==> config.mk <==
export PLATFORM = sky130hd
export DESIGN_NAME = shs_homing
export DESIGN_NICKNAME = d
export VERILOG_FILES = /design/src/common/shs_pkg.sv /design/src/rtl/shs_homing.sv
export SDC_FILE = /design/constraint.sdc
export NUM_CORES = 1
export LEC_CHECK = 0
export BUFFER_PORTS_ARGS = -buffer_cell sky130_fd_sc_hd__buf_2
export CORE_MARGIN = 2
export CORE_UTILIZATION = 58
export DETAILED_ROUTE_END_ITERATION = 8
export PLACE_DENSITY = 0.86
export RECOVER_POWER = 25
export SLEW_MARGIN = 20
export SYNTH_ARGS = -nofsm -noshare
export SYNTH_HDL_FRONTEND = slang
export SYNTH_SLANG_ARGS = --single-unit
export TNS_END_PERCENT = 1
==> constraint.sdc <==
create_clock -name core_clk -period 16.5 [get_ports core_clk]
set_input_delay 1.65 -clock core_clk [delete_from_list [all_inputs] [get_ports core_clk]]
set_output_delay 1.65 -clock core_clk [all_outputs]
set_load 0.01 [all_outputs]
==> src/common/shs_pkg.sv <==
// Constants and types shared by the servo homing sequencer.
package shs_pkg;

  // ---------------------------------------------------------------
  // Zeroing method codes
  // ---------------------------------------------------------------
  localparam logic [3:0] SHS_METHOD_DOG = 4'h0;
  localparam logic [3:0] SHS_METHOD_COUNT = 4'h1;
  localparam logic [3:0] SHS_METHOD_DATA = 4'h2;
  localparam logic [3:0] SHS_METHOD_STOPPER = 4'h3;
  localparam logic [3:0] SHS_METHOD_SERVO_ON = 4'h4;

  // ---------------------------------------------------------------
  // Field widths and reset values
  // ---------------------------------------------------------------
  localparam int SHS_POS_W = 32;
  localparam int SHS_SPD_W = 16;
  localparam int SHS_REV_W = 14;
  localparam logic [31:0] SHS_POS_RESET = 32'h0000_0000;
  localparam logic [15:0] SHS_MS_RESET = 16'h0000;
  localparam logic [13:0] SHS_MID_REV_3000 = 14'h1000;
  localparam logic [13:0] SHS_MID_REV_2000 = 14'h2000;

  // ---------------------------------------------------------------
  // Timing
  // ---------------------------------------------------------------
  localparam int SHS_CLK_PERIOD_NS = 10;
  localparam int SHS_MS_NS = 1000000;
  localparam int SHS_DOG_MIN_MS = 10;
  localparam int SHS_CYC_PER_MS = SHS_MS_NS / SHS_CLK_PERIOD_NS;

  // ---------------------------------------------------------------
  // Sequencer states
  // ---------------------------------------------------------------
  typedef enum logic [2:0] {
    SHS_IDLE,
    SHS_FAST,
    SHS_CREEP_DOG,
    SHS_COUNT_MOVE,
    SHS_WAIT_Z,
    SHS_SHIFT,
    SHS_STOPPER,
    SHS_DONE
  } shs_state_type;

endpackage

==> src/rtl/shs_homing.sv <==
// Homing sequencer for a single-axis servo controller.
`timescale 1ns/1ps
module shs_homing #(
  parameter int CYC_PER_MS = shs_pkg::SHS_CYC_PER_MS
) (
  input wire logic core_clk,
  input wire logic rst,
  input wire logic auto_manual_select,
  input wire logic program_select_input,
  input wire logic start,
  input wire logic servo_on,
  input wire logic [3:0] method,
  input wire logic direction,
  input wire logic dog_polarity,
  input wire logic dog_shorted,
  input wire logic z_pulse,
  input wire logic stopper_contact,
  input wire logic motor_2000rpm,
  input wire logic [shs_pkg::SHS_POS_W-1:0] current_position,
  input wire logic [shs_pkg::SHS_SPD_W-1:0] zeroing_speed,
  input wire logic [shs_pkg::SHS_SPD_W-1:0] creep_speed,
  input wire logic [shs_pkg::SHS_POS_W-1:0] zero_shift,
  input wire logic [shs_pkg::SHS_POS_W-1:0] count_distance,
  input wire logic [15:0] stopper_time_ms,
  input wire logic [15:0] stopper_torque,
  input wire logic [15:0] accel_tc_pt1,
  input wire logic [15:0] decel_tc_pt1,
  output logic [shs_pkg::SHS_SPD_W-1:0] speed_cmd,
  output logic move_enable,
  output logic move_decrease,
  output logic [15:0] accel_tc_out,
  output logic [15:0] decel_tc_out,
  output logic torque_limit_on,
  output logic [15:0] torque_limit_out,
  output logic [shs_pkg::SHS_POS_W-1:0] zero_position_data,
  output logic zero_position_write,
  output logic zeroing_complete,
  output logic zeroing_busy,
  output logic method_error,
  output logic [shs_pkg::SHS_REV_W-1:0] within_rev_pos,
  output logic [shs_pkg::SHS_REV_W-1:0] mid_rev_ref
);
  import shs_pkg::*;

  // ---------------------------------------------------------------
  // Decoding and helpers
  // ---------------------------------------------------------------
  function automatic logic shs_is_dog_method(input logic [3:0] m);
    shs_is_dog_method = (m == SHS_METHOD_DOG) || (m == SHS_METHOD_COUNT);
  endfunction

  function automatic logic [SHS_POS_W-1:0] shs_abs_diff(
    input logic [SHS_POS_W-1:0] a,
    input logic [SHS_POS_W-1:0] b
  );
    logic [SHS_POS_W-1:0] d;
    d = a - b;
    shs_abs_diff = d[SHS_POS_W-1] ? (~d + 32'h0000_0001) : d;
  endfunction

  shs_state_type state_reg, state_next;
  logic [SHS_POS_W-1:0] mark_reg, mark_next;
  logic [SHS_POS_W-1:0] home_reg, home_next;
  logic [SHS_POS_W-1:0] zpos_reg, zpos_next;
  logic [15:0] dwell_reg, dwell_next;
  logic [31:0] ms_cnt_reg, ms_cnt_next;
  logic done_reg, done_next;
  logic wr_reg, wr_next;
  logic err_reg, err_next;
  logic dog_prev_reg, dog_prev_next;
  logic son_prev_reg, son_prev_next;
  logic [3:0] meth_reg, meth_next;
  logic dir_reg, dir_next;
  logic dog_active;
  logic dog_rise;
  logic dog_fall;
  logic son_rise;
  logic manual_mode;
  logic ms_tick;
  logic [SHS_POS_W-1:0] travelled;
  logic [SHS_POS_W-1:0] rev_delta;

  assign dog_active = dog_polarity ? dog_shorted : ~dog_shorted;
  assign dog_rise = dog_active & ~dog_prev_reg;
  assign dog_fall = ~dog_active & dog_prev_reg;
  assign son_rise = servo_on & ~son_prev_reg;
  // The outside party owns these two levels; a run aborts if auto_manual_select rises or program_select_input drops.
  assign manual_mode = ~auto_manual_select & program_select_input;
  assign travelled = shs_abs_diff(current_position, mark_reg);
  assign ms_tick = (ms_cnt_reg == 32'(CYC_PER_MS - 1));
  // Measuring from the next capture makes the reading zero in the Z cycle.
  assign rev_delta = current_position - zpos_next;

  // ---------------------------------------------------------------
  // Millisecond divider for the stopper dwell
  // ---------------------------------------------------------------
  always_comb begin
    ms_cnt_next = ms_cnt_reg + 32'h0000_0001;
    if (state_reg != SHS_STOPPER || !stopper_contact || ms_tick) begin
      ms_cnt_next = 32'h0000_0000;
    end
  end

  always_ff @(posedge core_clk or posedge rst) begin
    if (rst) begin
      ms_cnt_reg <= 32'h0000_0000;
    end else begin
      ms_cnt_reg <= ms_cnt_next;
    end
  end

  // ---------------------------------------------------------------
  // Sequencer
  // ---------------------------------------------------------------
  always_comb begin
    state_next = state_reg;
    mark_next = mark_reg;
    home_next = home_reg;
    dwell_next = dwell_reg;
    done_next = done_reg;
    wr_next = 1'b0;
    err_next = err_reg;
    meth_next = meth_reg;
    dir_next = dir_reg;
    dog_prev_next = dog_active;
    son_prev_next = servo_on;
    zpos_next = z_pulse ? current_position : zpos_reg;
    unique case (state_reg)
      SHS_IDLE: begin
        if (manual_mode && start) begin
          meth_next = method;
          dir_next = direction;
          done_next = 1'b0;
          err_next = 1'b0;
          mark_next = current_position;
          unique case (method)
            SHS_METHOD_DOG, SHS_METHOD_COUNT: begin
              state_next = SHS_FAST;
            end
            SHS_METHOD_DATA: begin
              home_next = current_position;
              state_next = SHS_DONE;
            end
            SHS_METHOD_STOPPER: begin
              dwell_next = SHS_MS_RESET;
              state_next = SHS_STOPPER;
            end
            SHS_METHOD_SERVO_ON: begin
              done_next = done_reg;
            end
            default: begin
              err_next = 1'b1;
            end
          endcase
        end
        // Servo-on home needs no start and no motion.
        if (son_rise && method == SHS_METHOD_SERVO_ON) begin
          home_next = current_position;
          meth_next = method;
          err_next = 1'b0;
          state_next = SHS_DONE;
        end
      end
      SHS_FAST: begin
        if (dog_rise) begin
          mark_next = current_position;
          // Count type reacts at the front edge, so any dog length works.
          state_next = (meth_reg == SHS_METHOD_COUNT) ?
                       SHS_COUNT_MOVE : SHS_CREEP_DOG;
        end
      end
      SHS_CREEP_DOG: begin
        if (dog_fall) begin
          state_next = SHS_WAIT_Z;
        end
      end
      SHS_COUNT_MOVE: begin
        if (travelled >= count_distance) begin
          state_next = SHS_WAIT_Z;
        end
      end
      SHS_WAIT_Z: begin
        if (z_pulse) begin
          mark_next = current_position;
          if (zero_shift == SHS_POS_RESET) begin
            home_next = current_position;
            state_next = SHS_DONE;
          end else begin
            state_next = SHS_SHIFT;
          end
        end
      end
      SHS_SHIFT: begin
        if (travelled >= zero_shift) begin
          home_next = current_position;
          state_next = SHS_DONE;
        end
      end
      SHS_STOPPER: begin
        if (!stopper_contact) begin
          dwell_next = SHS_MS_RESET;
        end else if (dwell_reg >= stopper_time_ms) begin
          home_next = current_position;
          state_next = SHS_DONE;
        end else if (ms_tick) begin
          dwell_next = dwell_reg + 16'h0001;
        end
      end
      SHS_DONE: begin
        wr_next = 1'b1;
        done_next = 1'b1;
        state_next = SHS_IDLE;
      end
    endcase
    if (!manual_mode && state_reg != SHS_IDLE && state_reg != SHS_DONE) begin
      state_next = SHS_IDLE;
    end
  end

  always_ff @(posedge core_clk or posedge rst) begin
    if (rst) begin
      state_reg <= SHS_IDLE;
      mark_reg <= SHS_POS_RESET;
      home_reg <= SHS_POS_RESET;
      zpos_reg <= SHS_POS_RESET;
      dwell_reg <= SHS_MS_RESET;
      done_reg <= 1'b0;
      wr_reg <= 1'b0;
      err_reg <= 1'b0;
      meth_reg <= SHS_METHOD_DOG;
      dir_reg <= 1'b0;
      dog_prev_reg <= 1'b0;
      son_prev_reg <= 1'b0;
    end else begin
      state_reg <= state_next;
      mark_reg <= mark_next;
      home_reg <= home_next;
      zpos_reg <= zpos_next;
      dwell_reg <= dwell_next;
      done_reg <= done_next;
      wr_reg <= wr_next;
      err_reg <= err_next;
      meth_reg <= meth_next;
      dir_reg <= dir_next;
      dog_prev_reg <= dog_prev_next;
      son_prev_reg <= son_prev_next;
    end
  end

  // ---------------------------------------------------------------
  // Motion and status outputs
  // ---------------------------------------------------------------
  always_comb begin
    speed_cmd = '0;
    move_enable = 1'b0;
    unique case (state_reg)
      SHS_FAST: begin
        speed_cmd = zeroing_speed;
        move_enable = 1'b1;
      end
      SHS_CREEP_DOG, SHS_COUNT_MOVE, SHS_WAIT_Z, SHS_SHIFT: begin
        speed_cmd = creep_speed;
        move_enable = 1'b1;
      end
      default: begin
        speed_cmd = '0;
      end
    endcase
  end

  // Stopper motion is jogged from outside; only the acceleration constant and torque are set.
  assign move_decrease = dir_reg;
  assign torque_limit_on = (state_reg == SHS_STOPPER);
  assign torque_limit_out = torque_limit_on ? stopper_torque : 16'h0000;
  assign accel_tc_out = (shs_is_dog_method(meth_reg) || torque_limit_on) ?
                        accel_tc_pt1 : 16'h0000;
  assign decel_tc_out = shs_is_dog_method(meth_reg) ?
                        decel_tc_pt1 : 16'h0000;
  assign zero_position_data = home_reg;
  assign zero_position_write = wr_reg;
  assign zeroing_complete = done_reg;
  assign zeroing_busy = (state_reg != SHS_IDLE);
  assign method_error = err_reg;
  assign within_rev_pos = rev_delta[SHS_REV_W-1:0];
  assign mid_rev_ref = motor_2000rpm ? SHS_MID_REV_2000 : SHS_MID_REV_3000;

endmodule // shs_homing

==> impl_metrics.prom, run 1 <==
# TYPE chip_impl_metric gauge
chip_impl_metric{name="synth.cell_area",unit="um2"} 12000
chip_impl_metric{name="design.die.area",unit="um2"} 21800
chip_impl_metric{name="cp.arrival",unit="ns"} 6.01
chip_impl_metric{name="maximum_level_of_the_cts_h_tree",unit=""} 4
chip_impl_metric{name="placed_area",unit="um2"} 13800
chip_impl_metric{name="fmax",unit="GHz"} 0.130
chip_impl_metric{name="seq_area_frac_synth",unit="%"} 29.1
chip_impl_metric{name="synth-edff-count",unit=""} 0
chip_impl_metric{name="post-route-drc-count",unit=""} 0
chip_impl_info{name="criticalPathCategory",value="primary input to output pin"} 1
chip_impl_info{name="setup_repair_after_global_routing_missed_its_margin",value="false"} 1
chip_impl_metric{name="grt_first_pass_wirelength",unit="um"} 56300
chip_impl_metric{name="gr-usage-all-layers",unit="%"} 32.4
chip_impl_info{name="run_status",value="complete, but fails checks"} 1
chip_impl_info{name="crit_slowest_cell",value="sky130_fd_sc_hd__clkbuf_1"} 1
chip_impl_metric{name="timing.final.crit_share",unit="%"} 46.4
chip_impl_metric{name="internal-power",unit="mW"} 1.59
chip_impl_metric{name="irDropWorstVdd",unit="uV"} 126
chip_impl_metric{name="max_slew_margin",unit="%"} -98.2
chip_impl_info{name="mostFrequentLayoutCell",value="sky130_fd_sc_hd__buf_2"} 1
chip_impl_metric{name="crit_path_max_incr_delay",unit="ns"} 0.98
chip_impl_metric{name="number_of_violations_of_the_max_capacitance_limit",unit=""} 1
chip_impl_metric{name="detailedRoute.firstPassIterationCount",unit=""} 7
chip_impl_metric{name="post_syn_area_per_cell",unit="um2"} 8.62
chip_impl_metric{name="worstRegToRegCells",unit=""} 24
chip_impl_metric{name="yosysUniqueCellTypes",unit=""} 82
chip_impl_metric{name="clock_insertion_delay_worst_skew",unit="ns"} 0.43
chip_impl_metric{name="route.detailed.wl_per_inst",unit="um"} 18.0
chip_impl_metric{name="synth.yosys.warnings",unit=""} 0
chip_impl_metric{name="cp.depth",unit=""} 14
chip_impl_metric{name="power.combinational.fraction",unit="%"} 71.4
chip_impl_metric{name="drive_gt1_share",unit="%"} 26.9
chip_impl_metric{name="timing_max_transition_violations_final",unit=""} 70
chip_impl_metric{name="finalInstanceArea",unit="um2"} 14400
chip_impl_metric{name="floorplan.io_pins",unit=""} 339
chip_impl_metric{name="first_iter_violations",unit=""} 771
chip_impl_info{name="start_kind",value="primary input"} 1
chip_impl_info{name="crit_top_cell",value="sky130_fd_sc_hd__o21ai_0"} 1
chip_impl_metric{name="grt_pass1_vias",unit=""} 11261
chip_impl_metric{name="power.sequential.fraction",unit="%"} 16.4
chip_impl_metric{name="slew_at_the_pin_with_the_worst_max_slew_slack",unit="ns"} 2.96
chip_impl_metric{name="cts-hold-fix-buffers",unit=""} 0
chip_impl_metric{name="synthArstFlopShare",unit="%"} 100
chip_impl_metric{name="port_buffers",unit=""} 326
chip_impl_metric{name="cts_buffer_count",unit=""} 17
chip_impl_metric{name="cts.repair.resized",unit=""} 0
chip_impl_metric{name="setup_violations",unit=""} 0
chip_impl_metric{name="gp_congestion",unit=""} 0.946
chip_impl_metric{name="power_switching_share",unit="%"} 48.4
chip_impl_metric{name="area.growth.synth_to_final",unit="%"} 20.1
chip_impl_info{name="synth-main-ff-cell",value="sky130_fd_sc_hd__dfrtp_1"} 1
chip_impl_metric{name="globalRouteOverflowTotal",unit=""} 0
chip_impl_metric{name="final.setup.tns",unit="ns"} 0
chip_impl_metric{name="critical_path.n_buffers_inverters",unit=""} 2
chip_impl_metric{name="post_cts_setup_buffer_count",unit=""} 0
chip_impl_info{name="cts_tree",value="done"} 1
chip_impl_metric{name="via_count",unit=""} 11533
chip_impl_info{name="worst_hold_path_type",value="register to register"} 1
chip_impl_metric{name="final-hold-violation-count",unit=""} 0
chip_impl_info{name="path_delay_family",value="compound AO/OA/AOI/OAI gates"} 1
chip_impl_metric{name="static-leakage-power",unit="nW"} 7.30
chip_impl_info{name="cp_cell_sequence",value="clkbuf_1 -> mux2i_1 -> ha_1 -> nor2b_1 -> o21ai_0 -> a21boi_0 -> o21ai_0 -> a21boi_0 -> o21ai_0 -> a21oi_1 -> o41ai_1 -> mux2i_1 -> a2111oi_0 -> buf_2"} 1
chip_impl_metric{name="fin_skew",unit="ns"} 0.00859
chip_impl_metric{name="hpwl",unit="um"} 28400
chip_impl_metric{name="die-height",unit="um"} 148
chip_impl_info{name="violations",value="capacitance limit, slew limit"} 1
chip_impl_metric{name="finish.net_count",unit=""} 2036
chip_impl_metric{name="syn_inst",unit=""} 1388
chip_impl_metric{name="postRouteWirelength",unit="um"} 35800
chip_impl_metric{name="number_of_antenna_violations_at_the_first_check_in_global_routing",unit=""} 3
chip_impl_metric{name="clkPwrFrac",unit="%"} 12.2
chip_impl_metric{name="power_spent_charging_and_discharging_nets",unit="mW"} 1.49
chip_impl_metric{name="clock_pin_slew_on_the_worst_setup_and_hold_paths",unit="ns"} 0.06
chip_impl_metric{name="floorplan.rows",unit=""} 52
chip_impl_metric{name="hold_path_cell_cnt",unit=""} 2
chip_impl_metric{name="floorplan.initialDensity",unit="%"} 59.1
chip_impl_metric{name="post_drt_via_cell_ratio",unit=""} 5.80
chip_impl_info{name="final_cell_mix",value="sky130_fd_sc_hd__buf_2 (323), sky130_fd_sc_hd__inv_1 (154), sky130_fd_sc_hd__dfrtp_1 (139), sky130_fd_sc_hd__ha_1 (127), sky130_fd_sc_hd__nor2_1 (117)"} 1
chip_impl_metric{name="worstPathRequired",unit="ns"} 14.85
chip_impl_metric{name="cts-root-to-sink-buffers",unit=""} 2
chip_impl_info{name="timing.critical_path.to_type",value="output pin"} 1
chip_impl_info{name="cts-root-buf",value="sky130_fd_sc_hd__clkbuf_16"} 1
chip_impl_metric{name="width_of_the_die",unit="um"} 148
chip_impl_metric{name="final.min_clock_period",unit="ns"} 7.66
chip_impl_metric{name="synth_seq_cells",unit=""} 139
chip_impl_metric{name="maximum_number_of_pins_on_one_net_before_global_route_repair",unit=""} 72
chip_impl_metric{name="cp_max_fo",unit=""} 16
chip_impl_metric{name="tritoncts_num_sinks",unit=""} 139
chip_impl_metric{name="cellPowerDensity",unit="nW/um2"} 214
chip_impl_metric{name="final_antenna_net_count",unit=""} 0
chip_impl_metric{name="design.core.area",unit="um2"} 20200
==> layout make-up <==
cell class	count	area, um2
antenna	5	12.5
clock buffer	17	425
clock inverter	15	145
fill	1544	5860
inverter	156	587
multi-input combinational	1052	7710
sequential	139	3480
tap	270	338
timing repair buffer	333	1670
==> power groups by stage <==
stage                     combinational (mW)  sequential, mW  clock [mW]
after floorplan                         1.58           0.511           0
after global placement                  2.03           0.502           0
after detailed placement                2.14           0.507           0
after CTS                               2.16           0.503       0.379
after global routing                    2.42           0.516       0.394
final                                   2.20           0.504       0.374
==> through the flow <==
step	utilization (%)	hold WS, ns	power [mW]	instances	worst slack [ns]
2_1_floorplan	-	0.450	2.09	1399	9.51
3_3_place_gp	68.2	0.466	2.53	1950	9.18
3_5_place_dp	68.2	0.473	2.65	1950	8.92
4_1_cts	71.1	0.489	3.04	1982	9.36
5_1_grt	71.0	0.505	3.33	1985	8.54
6_report	71.0	0.479	3.07	1987	8.84
==> worst register-to-register path, cell delays in order, from the launching register on <==
cell                        delay, ns
sky130_fd_sc_hd__dfrtp_1         0.35
sky130_fd_sc_hd__ha_1            0.18
sky130_fd_sc_hd__inv_1           0.06
sky130_fd_sc_hd__fa_1            0.44
sky130_fd_sc_hd__a211oi_4        0.38
sky130_fd_sc_hd__o21bai_2        0.13
sky130_fd_sc_hd__a221o_1         0.49
sky130_fd_sc_hd__nand4b_2        0.16
sky130_fd_sc_hd__o311ai_2        0.16
sky130_fd_sc_hd__or2_4           0.32
sky130_fd_sc_hd__or4_4           0.54
sky130_fd_sc_hd__nor4_4          0.42
sky130_fd_sc_hd__nor2_1          0.10
sky130_fd_sc_hd__xnor2_1         0.23
sky130_fd_sc_hd__ha_1            0.30
sky130_fd_sc_hd__a21o_1          0.19
sky130_fd_sc_hd__a21o_1          0.17
sky130_fd_sc_hd__a21oi_1         0.13
sky130_fd_sc_hd__o21ai_0         0.10
sky130_fd_sc_hd__nand2_1         0.08
sky130_fd_sc_hd__o2111ai_1       0.11
sky130_fd_sc_hd__o22ai_1         0.28
sky130_fd_sc_hd__nor3_2          0.08
sky130_fd_sc_hd__buf_4           0.29
sky130_fd_sc_hd__mux2_2          0.35
==> routing by layer <==
layer	global-route usage (%)	part of all wire, %
met1	39.3	40
met4	18.4	5.2
met5	0	0
met3	5.37	6.8
met2	54.7	48
==> synthesized netlist by cell type (3+ instances only) <==
| cell type | n | share of area [%] |
|---|---|---|
| sky130_fd_sc_hd__mux2_2 | 71 | 6.7 |
| sky130_fd_sc_hd__xnor2_1 | 50 | 3.7 |
| sky130_fd_sc_hd__nor2b_1 | 16 | 0.84 |
| sky130_fd_sc_hd__and2_1 | 55 | 2.9 |
| sky130_fd_sc_hd__nor4_1 | 21 | 1.1 |
| sky130_fd_sc_hd__nand3_1 | 37 | 1.5 |
| sky130_fd_sc_hd__clkbuf_1 | 33 | 1.0 |
| sky130_fd_sc_hd__dfrtp_1 | 139 | 29 |
| sky130_fd_sc_hd__nand2b_1 | 15 | 0.78 |
| sky130_fd_sc_hd__a31oi_1 | 11 | 0.58 |
| sky130_fd_sc_hd__mux2i_1 | 15 | 1.3 |
| sky130_fd_sc_hd__buf_1 | 3 | 0.094 |
| sky130_fd_sc_hd__buf_4 | 13 | 0.82 |
| sky130_fd_sc_hd__nor2_1 | 117 | 3.7 |
| sky130_fd_sc_hd__nor3_1 | 28 | 1.2 |
| sky130_fd_sc_hd__o21ai_0 | 64 | 2.7 |
| sky130_fd_sc_hd__a21boi_0 | 6 | 0.38 |
| sky130_fd_sc_hd__a211oi_1 | 6 | 0.38 |
| sky130_fd_sc_hd__o31ai_1 | 6 | 0.38 |
| sky130_fd_sc_hd__or3_1 | 15 | 0.78 |
| sky130_fd_sc_hd__inv_1 | 155 | 4.9 |
| sky130_fd_sc_hd__or2_2 | 6 | 0.31 |
| sky130_fd_sc_hd__nor4b_1 | 3 | 0.22 |
| sky130_fd_sc_hd__and3_1 | 14 | 0.73 |
| sky130_fd_sc_hd__a21o_1 | 33 | 2.1 |
| sky130_fd_sc_hd__nand3b_1 | 4 | 0.25 |
| sky130_fd_sc_hd__a41oi_1 | 3 | 0.22 |
| sky130_fd_sc_hd__nand2_1 | 72 | 2.3 |
| sky130_fd_sc_hd__o21a_1 | 5 | 0.31 |
| sky130_fd_sc_hd__o21bai_1 | 4 | 0.25 |
| sky130_fd_sc_hd__a21oi_1 | 74 | 3.1 |
| sky130_fd_sc_hd__o211ai_1 | 10 | 0.63 |
| sky130_fd_sc_hd__xor2_1 | 45 | 3.3 |
| sky130_fd_sc_hd__a311oi_1 | 5 | 0.37 |
| sky130_fd_sc_hd__nand4_1 | 27 | 1.4 |
| sky130_fd_sc_hd__a2111oi_0 | 4 | 0.29 |
| sky130_fd_sc_hd__a22o_1 | 18 | 1.3 |
| sky130_fd_sc_hd__ha_1 | 127 | 13 |
| sky130_fd_sc_hd__o41ai_1 | 5 | 0.37 |
==> cell families after synthesis <==
group                    after synthesis  synth area share, %
flip-flops                           139                 29.1
multiplexers                          86                 7.94
AND/OR/NAND/NOR                      447                 19.6
other                                  1               0.0313
AO/OA/AOI/OAI                        283                 15.7
adder cells (fa/ha/maj)              129                 13.6
buffers and inverters                208                 7.02
XOR/XNOR                              95                 6.95
==> worst paths after layout <==
| check | start | end | slack [ns] |
|---|---|---|---|
| min in group asynchronous | rst | ms_cnt_reg[2] | 2.04 |
| max | z_pulse | within_rev_pos[13] | 8.84 |
| min | zpos_reg[12] | zpos_reg[12] | 0.48 |
| min reg2reg | zpos_reg[12] | zpos_reg[12] | 0.48 |
| max in group asynchronous | rst | mark_reg[1] | 12.52 |
| max reg2reg | mark_reg[0] | zero_position_data[19] | 10.37 |
Power figures use the tool's default switching activity.
==> inputs of run 2 (changes only) <==
CORE_UTILIZATION = 54   (was 58)
PLACE_DENSITY = 0.8   (was 0.86)
clock period = 7.7 ns   (was 16.5 ns; I/O delays follow)
==> impl_metrics.prom, run 2 (synthesis results as in run 1) <==
# TYPE chip_impl_metric gauge
chip_impl_metric{name="drive_gt1_share",unit="%"} 26.4
chip_impl_metric{name="via_count",unit=""} 11306
chip_impl_metric{name="first_iter_violations",unit=""} 956
chip_impl_info{name="run_status",value="complete, but fails checks"} 1
chip_impl_metric{name="worstPathRequired",unit="ns"} 8.02
chip_impl_metric{name="cts-root-to-sink-buffers",unit=""} 2
chip_impl_metric{name="sequential_cell_area",unit="um2"} 3480
chip_impl_metric{name="clock_pin_slew_on_the_worst_setup_and_hold_paths",unit="ns"} 0.07
chip_impl_metric{name="gp_congestion",unit=""} 0.976
chip_impl_metric{name="final-hold-violation-count",unit=""} 0
chip_impl_metric{name="cts-hold-fix-buffers",unit=""} 0
chip_impl_metric{name="cts_buffer_count",unit=""} 17
chip_impl_metric{name="cellPowerDensity",unit="nW/um2"} 456
chip_impl_metric{name="fill_cells",unit=""} 1859
chip_impl_metric{name="maximum_number_of_pins_on_one_net_before_global_route_repair",unit=""} 71
chip_impl_metric{name="route.detailed.wl_per_inst",unit="um"} 17.7
chip_impl_info{name="setup_repair_after_global_routing_missed_its_margin",value="false"} 1
chip_impl_metric{name="finalInstanceArea",unit="um2"} 14400
chip_impl_metric{name="grt_pass1_vias",unit=""} 10818
chip_impl_info{name="crit_slowest_cell",value="sky130_fd_sc_hd__a311oi_1"} 1
chip_impl_metric{name="post_drt_via_cell_ratio",unit=""} 5.66
chip_impl_info{name="violations",value="capacitance limit, slew limit"} 1
chip_impl_metric{name="die-height",unit="um"} 153
chip_impl_info{name="worst_hold_path_type",value="register to register"} 1
chip_impl_metric{name="final.min_clock_period",unit="ns"} 6.28
chip_impl_metric{name="setup_violations",unit=""} 0
chip_impl_metric{name="fmax",unit="GHz"} 0.159
chip_impl_metric{name="grt_first_pass_wirelength",unit="um"} 56100
chip_impl_info{name="mostFrequentLayoutCell",value="sky130_fd_sc_hd__buf_2"} 1
chip_impl_metric{name="hpwl",unit="um"} 28800
chip_impl_metric{name="final_antenna_net_count",unit=""} 0
chip_impl_metric{name="design.core.area",unit="um2"} 21800
chip_impl_metric{name="multi_input_area",unit="um2"} 7730
chip_impl_metric{name="finish.net_count",unit=""} 2037
chip_impl_metric{name="hold_path_cell_cnt",unit=""} 2
chip_impl_metric{name="worstRegToRegCells",unit=""} 23
chip_impl_metric{name="post_cts_setup_buffer_count",unit=""} 0
chip_impl_metric{name="number_of_violations_of_the_max_capacitance_limit",unit=""} 1
chip_impl_info{name="path_delay_family",value="compound AO/OA/AOI/OAI gates"} 1
chip_impl_metric{name="number_of_antenna_violations_at_the_first_check_in_global_routing",unit=""} 6
chip_impl_metric{name="clock_insertion_delay_worst_skew",unit="ns"} 0.43
chip_impl_metric{name="maximum_level_of_the_cts_h_tree",unit=""} 4
chip_impl_metric{name="detailedRoute.firstPassIterationCount",unit=""} 5
chip_impl_metric{name="tritoncts_num_sinks",unit=""} 139
chip_impl_metric{name="crit_path_max_incr_delay",unit="ns"} 0.59
chip_impl_metric{name="port_buffers",unit=""} 326
chip_impl_metric{name="static-leakage-power",unit="nW"} 7.30
chip_impl_metric{name="max_slew_margin",unit="%"} -106
chip_impl_info{name="cts_tree",value="done"} 1
chip_impl_metric{name="placed_area",unit="um2"} 13800
chip_impl_metric{name="floorplan.rows",unit=""} 54
chip_impl_metric{name="design.die.area",unit="um2"} 23400
chip_impl_metric{name="slew_at_the_pin_with_the_worst_max_slew_slack",unit="ns"} 3.08
chip_impl_metric{name="fin_skew",unit="ns"} 0.0107
chip_impl_info{name="timing.critical_path.to_type",value="register"} 1
chip_impl_metric{name="hold_slack",unit="ns"} 0.482
chip_impl_metric{name="timing.final.crit_share",unit="%"} 81.6
chip_impl_metric{name="floorplan.initialDensity",unit="%"} 55.0
chip_impl_metric{name="floorplan.io_pins",unit=""} 339
chip_impl_info{name="final_cell_mix",value="sky130_fd_sc_hd__buf_2 (310), sky130_fd_sc_hd__inv_1 (154), sky130_fd_sc_hd__dfrtp_1 (139), sky130_fd_sc_hd__ha_1 (127), sky130_fd_sc_hd__nor2_1 (117)"} 1
chip_impl_metric{name="gr-usage-all-layers",unit="%"} 29.8
chip_impl_info{name="criticalPathCategory",value="primary input to register"} 1
chip_impl_metric{name="cp_max_fo",unit=""} 8
chip_impl_metric{name="width_of_the_die",unit="um"} 153
chip_impl_metric{name="irDropWorstVdd",unit="uV"} 314
chip_impl_metric{name="critical_path.n_buffers_inverters",unit=""} 3
chip_impl_metric{name="final.setup.tns",unit="ns"} 0
chip_impl_metric{name="timing_max_transition_violations_final",unit=""} 71
chip_impl_metric{name="r2r_slack",unit="ns"} 1.62
chip_impl_metric{name="globalRouteOverflowTotal",unit=""} 0
chip_impl_metric{name="postRouteWirelength",unit="um"} 35300
chip_impl_metric{name="cts.repair.resized",unit=""} 0
chip_impl_metric{name="area.growth.synth_to_final",unit="%"} 20.7
chip_impl_info{name="cts-root-buf",value="sky130_fd_sc_hd__clkbuf_16"} 1
chip_impl_metric{name="finalCoreUtilization",unit="%"} 66.4
chip_impl_metric{name="cp.arrival",unit="ns"} 6.60
chip_impl_metric{name="cp.depth",unit=""} 25
chip_impl_metric{name="post-route-drc-count",unit=""} 0
chip_impl_info{name="start_kind",value="primary input"} 1
-- run 2: where the power goes --
part | total [mW] | internal [mW] | switching (mW)
Sequential | 1.08 | 0.948 | 0.133
Combinational | 4.64 | 2.00 | 2.64
Clock | 0.864 | 0.501 | 0.363
Total | 6.59 | 3.45 | 3.14
-- run 2: metrics by stage --
| stage | worst slack, ns | instances | total power, mW |
|---|---|---|---|
| final | 1.42 | 1998 | 6.59 |
| after global routing | 0.894 | 1998 | 7.21 |
| after CTS | 1.52 | 1993 | 6.56 |
| after detailed placement | 1.08 | 1961 | 5.66 |
| after global placement | 1.20 | 1961 | 5.51 |
| after floorplan | 1.59 | 1399 | 4.47 |
-- run 2: worst paths after layout --
check	start	endpoint
max reg2reg	mark_reg[0]	state_reg[2]
max	current_position[0]	state_reg[2]
min in group asynchronous	rst	ms_cnt_reg[7]
max in group asynchronous	rst	zero_position_data[9]
min	zpos_reg[7]	zpos_reg[7]
min reg2reg	zpos_reg[7]	zpos_reg[7]
-- run 2: metal layers --
| metal | wire length (um) | GRT usage [%] |
|---|---|---|
| met1 | 14800 | 38.0 |
| met2 | 16900 | 50.0 |
| met3 | 2200 | 5.19 |
| met4 | 1360 | 12.9 |
| met5 | 17 | 0 |
-- run 2: tightest hold or removal path: cells and delay by family, from the launching register on --
| family | cells | cell delay [ns] |
|---|---|---|
| mux | 1 | 0.08 |
| flops | 1 | 0.32 |
| buf+inv | 1 | 0.06 |
-- run 2: cell type report --
class                   instances  area share [%]
multi-input cells            1052            53.5
flip-flops and latches        139            24.1
repair buffers                334            11.6
inverters                     156            4.06
clock buffers                  18            3.04
well taps                     280            2.43
clock inverters                14            1.22
diodes                          5          0.0866
==> inputs of run 3 (changes only) <==
CORE_UTILIZATION = 49   (was 54)
PLACE_DENSITY = 0.77   (was 0.8)
clock period = 5.59 ns   (was 7.7 ns; I/O delays follow)
==> impl_metrics.prom, run 3 (synthesis results as in run 1) <==
# TYPE chip_impl_metric gauge
chip_impl_metric{name="cp.arrival",unit="ns"} 5.97
chip_impl_metric{name="cts-root-to-sink-buffers",unit=""} 2
chip_impl_metric{name="final-hold-violation-count",unit=""} 0
chip_impl_metric{name="hpwl",unit="um"} 29900
chip_impl_metric{name="fmax",unit="GHz"} 0.177
chip_impl_info{name="cts-root-buf",value="sky130_fd_sc_hd__clkbuf_16"} 1
chip_impl_metric{name="floorplan.rows",unit=""} 57
chip_impl_metric{name="grt_first_pass_wirelength",unit="um"} 59200
chip_impl_metric{name="gr-usage-all-layers",unit="%"} 28.8
chip_impl_metric{name="max_slew_margin",unit="%"} -132
chip_impl_metric{name="fin_skew",unit="ns"} 0.0147
chip_impl_metric{name="post-route-drc-count",unit=""} 0
chip_impl_metric{name="first_iter_violations",unit=""} 688
chip_impl_info{name="crit_slowest_cell",value="sky130_fd_sc_hd__or4_4"} 1
chip_impl_metric{name="finalInstanceArea",unit="um2"} 16000
chip_impl_info{name="violations",value="capacitance limit, slew limit, setup timing"} 1
chip_impl_metric{name="setup_violations",unit=""} 2
chip_impl_metric{name="route.detailed.wl_per_inst",unit="um"} 17.3
chip_impl_metric{name="totalPowerFinal",unit="mW"} 10.9
chip_impl_metric{name="grt_pass1_vias",unit=""} 11814
chip_impl_metric{name="port_buffers",unit=""} 326
chip_impl_metric{name="cts_buffer_count",unit=""} 17
chip_impl_metric{name="width_of_the_die",unit="um"} 160
chip_impl_metric{name="cts-hold-fix-buffers",unit=""} 0
chip_impl_metric{name="finish.net_count",unit=""} 2191
chip_impl_metric{name="clock_pin_slew_on_the_worst_setup_and_hold_paths",unit="ns"} 0.08
chip_impl_metric{name="number_of_violations_of_the_max_capacitance_limit",unit=""} 1
chip_impl_metric{name="final_antenna_net_count",unit=""} 0
chip_impl_metric{name="final-instance-count-excl-fill",unit=""} 2201
chip_impl_metric{name="cellPowerDensity",unit="nW/um2"} 682
chip_impl_metric{name="place_inst",unit=""} 2137
chip_impl_info{name="worst_hold_path_type",value="primary input to register"} 1
chip_impl_metric{name="die-height",unit="um"} 160
chip_impl_metric{name="floorplan.io_pins",unit=""} 339
chip_impl_metric{name="via_count",unit=""} 12060
chip_impl_metric{name="placed_area",unit="um2"} 14900
chip_impl_metric{name="number_of_antenna_violations_at_the_first_check_in_global_routing",unit=""} 10
chip_impl_info{name="setup_repair_after_global_routing_missed_its_margin",value="true"} 1
chip_impl_metric{name="r2r_slack",unit="ns"} -0.05
chip_impl_metric{name="maximum_number_of_pins_on_one_net_before_global_route_repair",unit=""} 79
chip_impl_metric{name="irDropWorstVdd",unit="uV"} 393
chip_impl_metric{name="detailedRoute.firstPassIterationCount",unit=""} 5
chip_impl_info{name="cts_tree",value="done"} 1
chip_impl_info{name="end_of_the_worst_register_to_register_path",value="state_reg[1]"} 1
chip_impl_metric{name="timing_max_transition_violations_final",unit=""} 79
chip_impl_metric{name="area.growth.synth_to_final",unit="%"} 33.7
chip_impl_metric{name="slew_at_the_pin_with_the_worst_max_slew_slack",unit="ns"} 3.46
chip_impl_info{name="rr_startpoint",value="mark_reg[0]"} 1
chip_impl_metric{name="design.core.area",unit="um2"} 24200
chip_impl_info{name="worstSetupEndpoint",value="state_reg[1]"} 1
chip_impl_metric{name="gp_congestion",unit=""} 0.881
chip_impl_metric{name="postRouteWirelength",unit="um"} 38200
chip_impl_metric{name="cp_max_fo",unit=""} 5
chip_impl_info{name="criticalPathCategory",value="register to register"} 1
chip_impl_metric{name="worstPathRequired",unit="ns"} 5.92
chip_impl_metric{name="placement.setup.worst_slack",unit="ns"} -0.535
chip_impl_metric{name="final.min_clock_period",unit="ns"} 5.64
chip_impl_metric{name="tritoncts_num_sinks",unit=""} 139
chip_impl_metric{name="maximum_level_of_the_cts_h_tree",unit=""} 4
chip_impl_metric{name="design.die.area",unit="um2"} 25700
chip_impl_info{name="final_cell_mix",value="sky130_fd_sc_hd__buf_2 (324), sky130_fd_sc_hd__inv_1 (153), sky130_fd_sc_hd__buf_4 (152), sky130_fd_sc_hd__dfrtp_1 (139), sky130_fd_sc_hd__ha_1 (125)"} 1
chip_impl_metric{name="clock_insertion_delay_worst_skew",unit="ns"} 0.44
chip_impl_metric{name="floorplan.initialDensity",unit="%"} 49.5
chip_impl_metric{name="post_drt_via_cell_ratio",unit=""} 5.48
chip_impl_metric{name="drive_gt1_share",unit="%"} 34.8
chip_impl_info{name="setup.worst_path.start",value="mark_reg[0]"} 1
chip_impl_info{name="mostFrequentLayoutCell",value="sky130_fd_sc_hd__buf_2"} 1
chip_impl_info{name="start_kind",value="register"} 1
chip_impl_metric{name="timing.final.crit_share",unit="%"} 101
chip_impl_metric{name="static-leakage-power",unit="nW"} 8.18
chip_impl_metric{name="worstRegToRegCells",unit=""} 27
chip_impl_info{name="timing.critical_path.to_type",value="register"} 1
chip_impl_metric{name="postLayoutSetupSlackWorst",unit="ns"} -0.0466
chip_impl_metric{name="globalRouteOverflowTotal",unit=""} 0
chip_impl_metric{name="crit_path_max_incr_delay",unit="ns"} 0.46
chip_impl_info{name="run_status",value="complete, but fails checks"} 1
## run 3: cell types whose count changed in the layout (fill, tap and decap cells not counted), sizes merged
| cell | before | now |
|---|---|---|
| clkbuf | 34 | 22 |
| diode | 5 | 10 |
| buf | 318 | 483 |
| bufinv | 2 | 1 |
| clkinv | 3 | 6 |
| inv | 163 | 162 |
## run 3: worst min path at each step
stage	startpoint	to	slack, ns	cells past startpoint
floorplan	mark_reg[1]	mark_reg[1]	0.45	2
global placement	zpos_reg[4]	zpos_reg[4]	0.47	2
detailed placement	zpos_reg[12]	zpos_reg[12]	0.47	2
CTS	servo_on	son_prev_reg	0.25	1
global route	servo_on	son_prev_reg	0.27	1
finish	servo_on	son_prev_reg	0.27	1
## run 3: cell type report
cell class	count	area, um2
diodes	10	25.0
clock buffers	17	425
clock inverters	15	196
fillers	1956	8180
inverters	156	587
multi-input cells	1052	7940
flip-flops and latches	139	3480
well taps	324	405
repair buffers	488	2940
## run 3: per-stage QoR
stage               utilization, %  TNS, ns  hold WS (ns)
global route                  66.2   -10.56         0.272
floorplan                        -        0         0.450
detailed placement            61.7   -16.05         0.472
finish                        66.2  -0.0761         0.271
CTS                           65.0    -1.48         0.254
global placement              61.7   -14.33         0.466
## run 3: repair_timing
action	4_1_cts	5_1_grt
resized for setup	21	26
buffers inserted	8	12
pin swaps	24	29
cloned	1	2
hold endpoints to repair	0	0
endpoints found under the setup margin	35	35
## run 3: report_power, final
| part | switching [mW] | total, mW | internal [mW] |
|---|---|---|---|
| Clock | 0.564 | 1.21 | 0.649 |
| Combinational | 4.16 | 8.21 | 4.05 |
| Sequential | 0.177 | 1.48 | 1.31 |
| Total | 4.91 | 10.9 | 6.00 |
## run 3: per-layer routing
metal	share of wire, %	global-route usage (%)	vias up
met1	41	35.5	5745
met3	4.4	2.99	108
met4	5.7	16.8	0
met5	0	0	-
met2	49	49.1	410
li1	-	-	5797
## run 3: critical path, delay by kind of cell (launching register included)
| family | cells | cell delay, ns |
|---|---|---|
| and+or+nand+nor | 10 | 1.85 |
| AOI/OAI and AO/OA | 7 | 1.42 |
| adders and majority gates | 3 | 0.87 |
| buffers and inverters | 6 | 0.77 |
| DFF | 1 | 0.36 |
| xor gates and xnor gates | 1 | 0.27 |
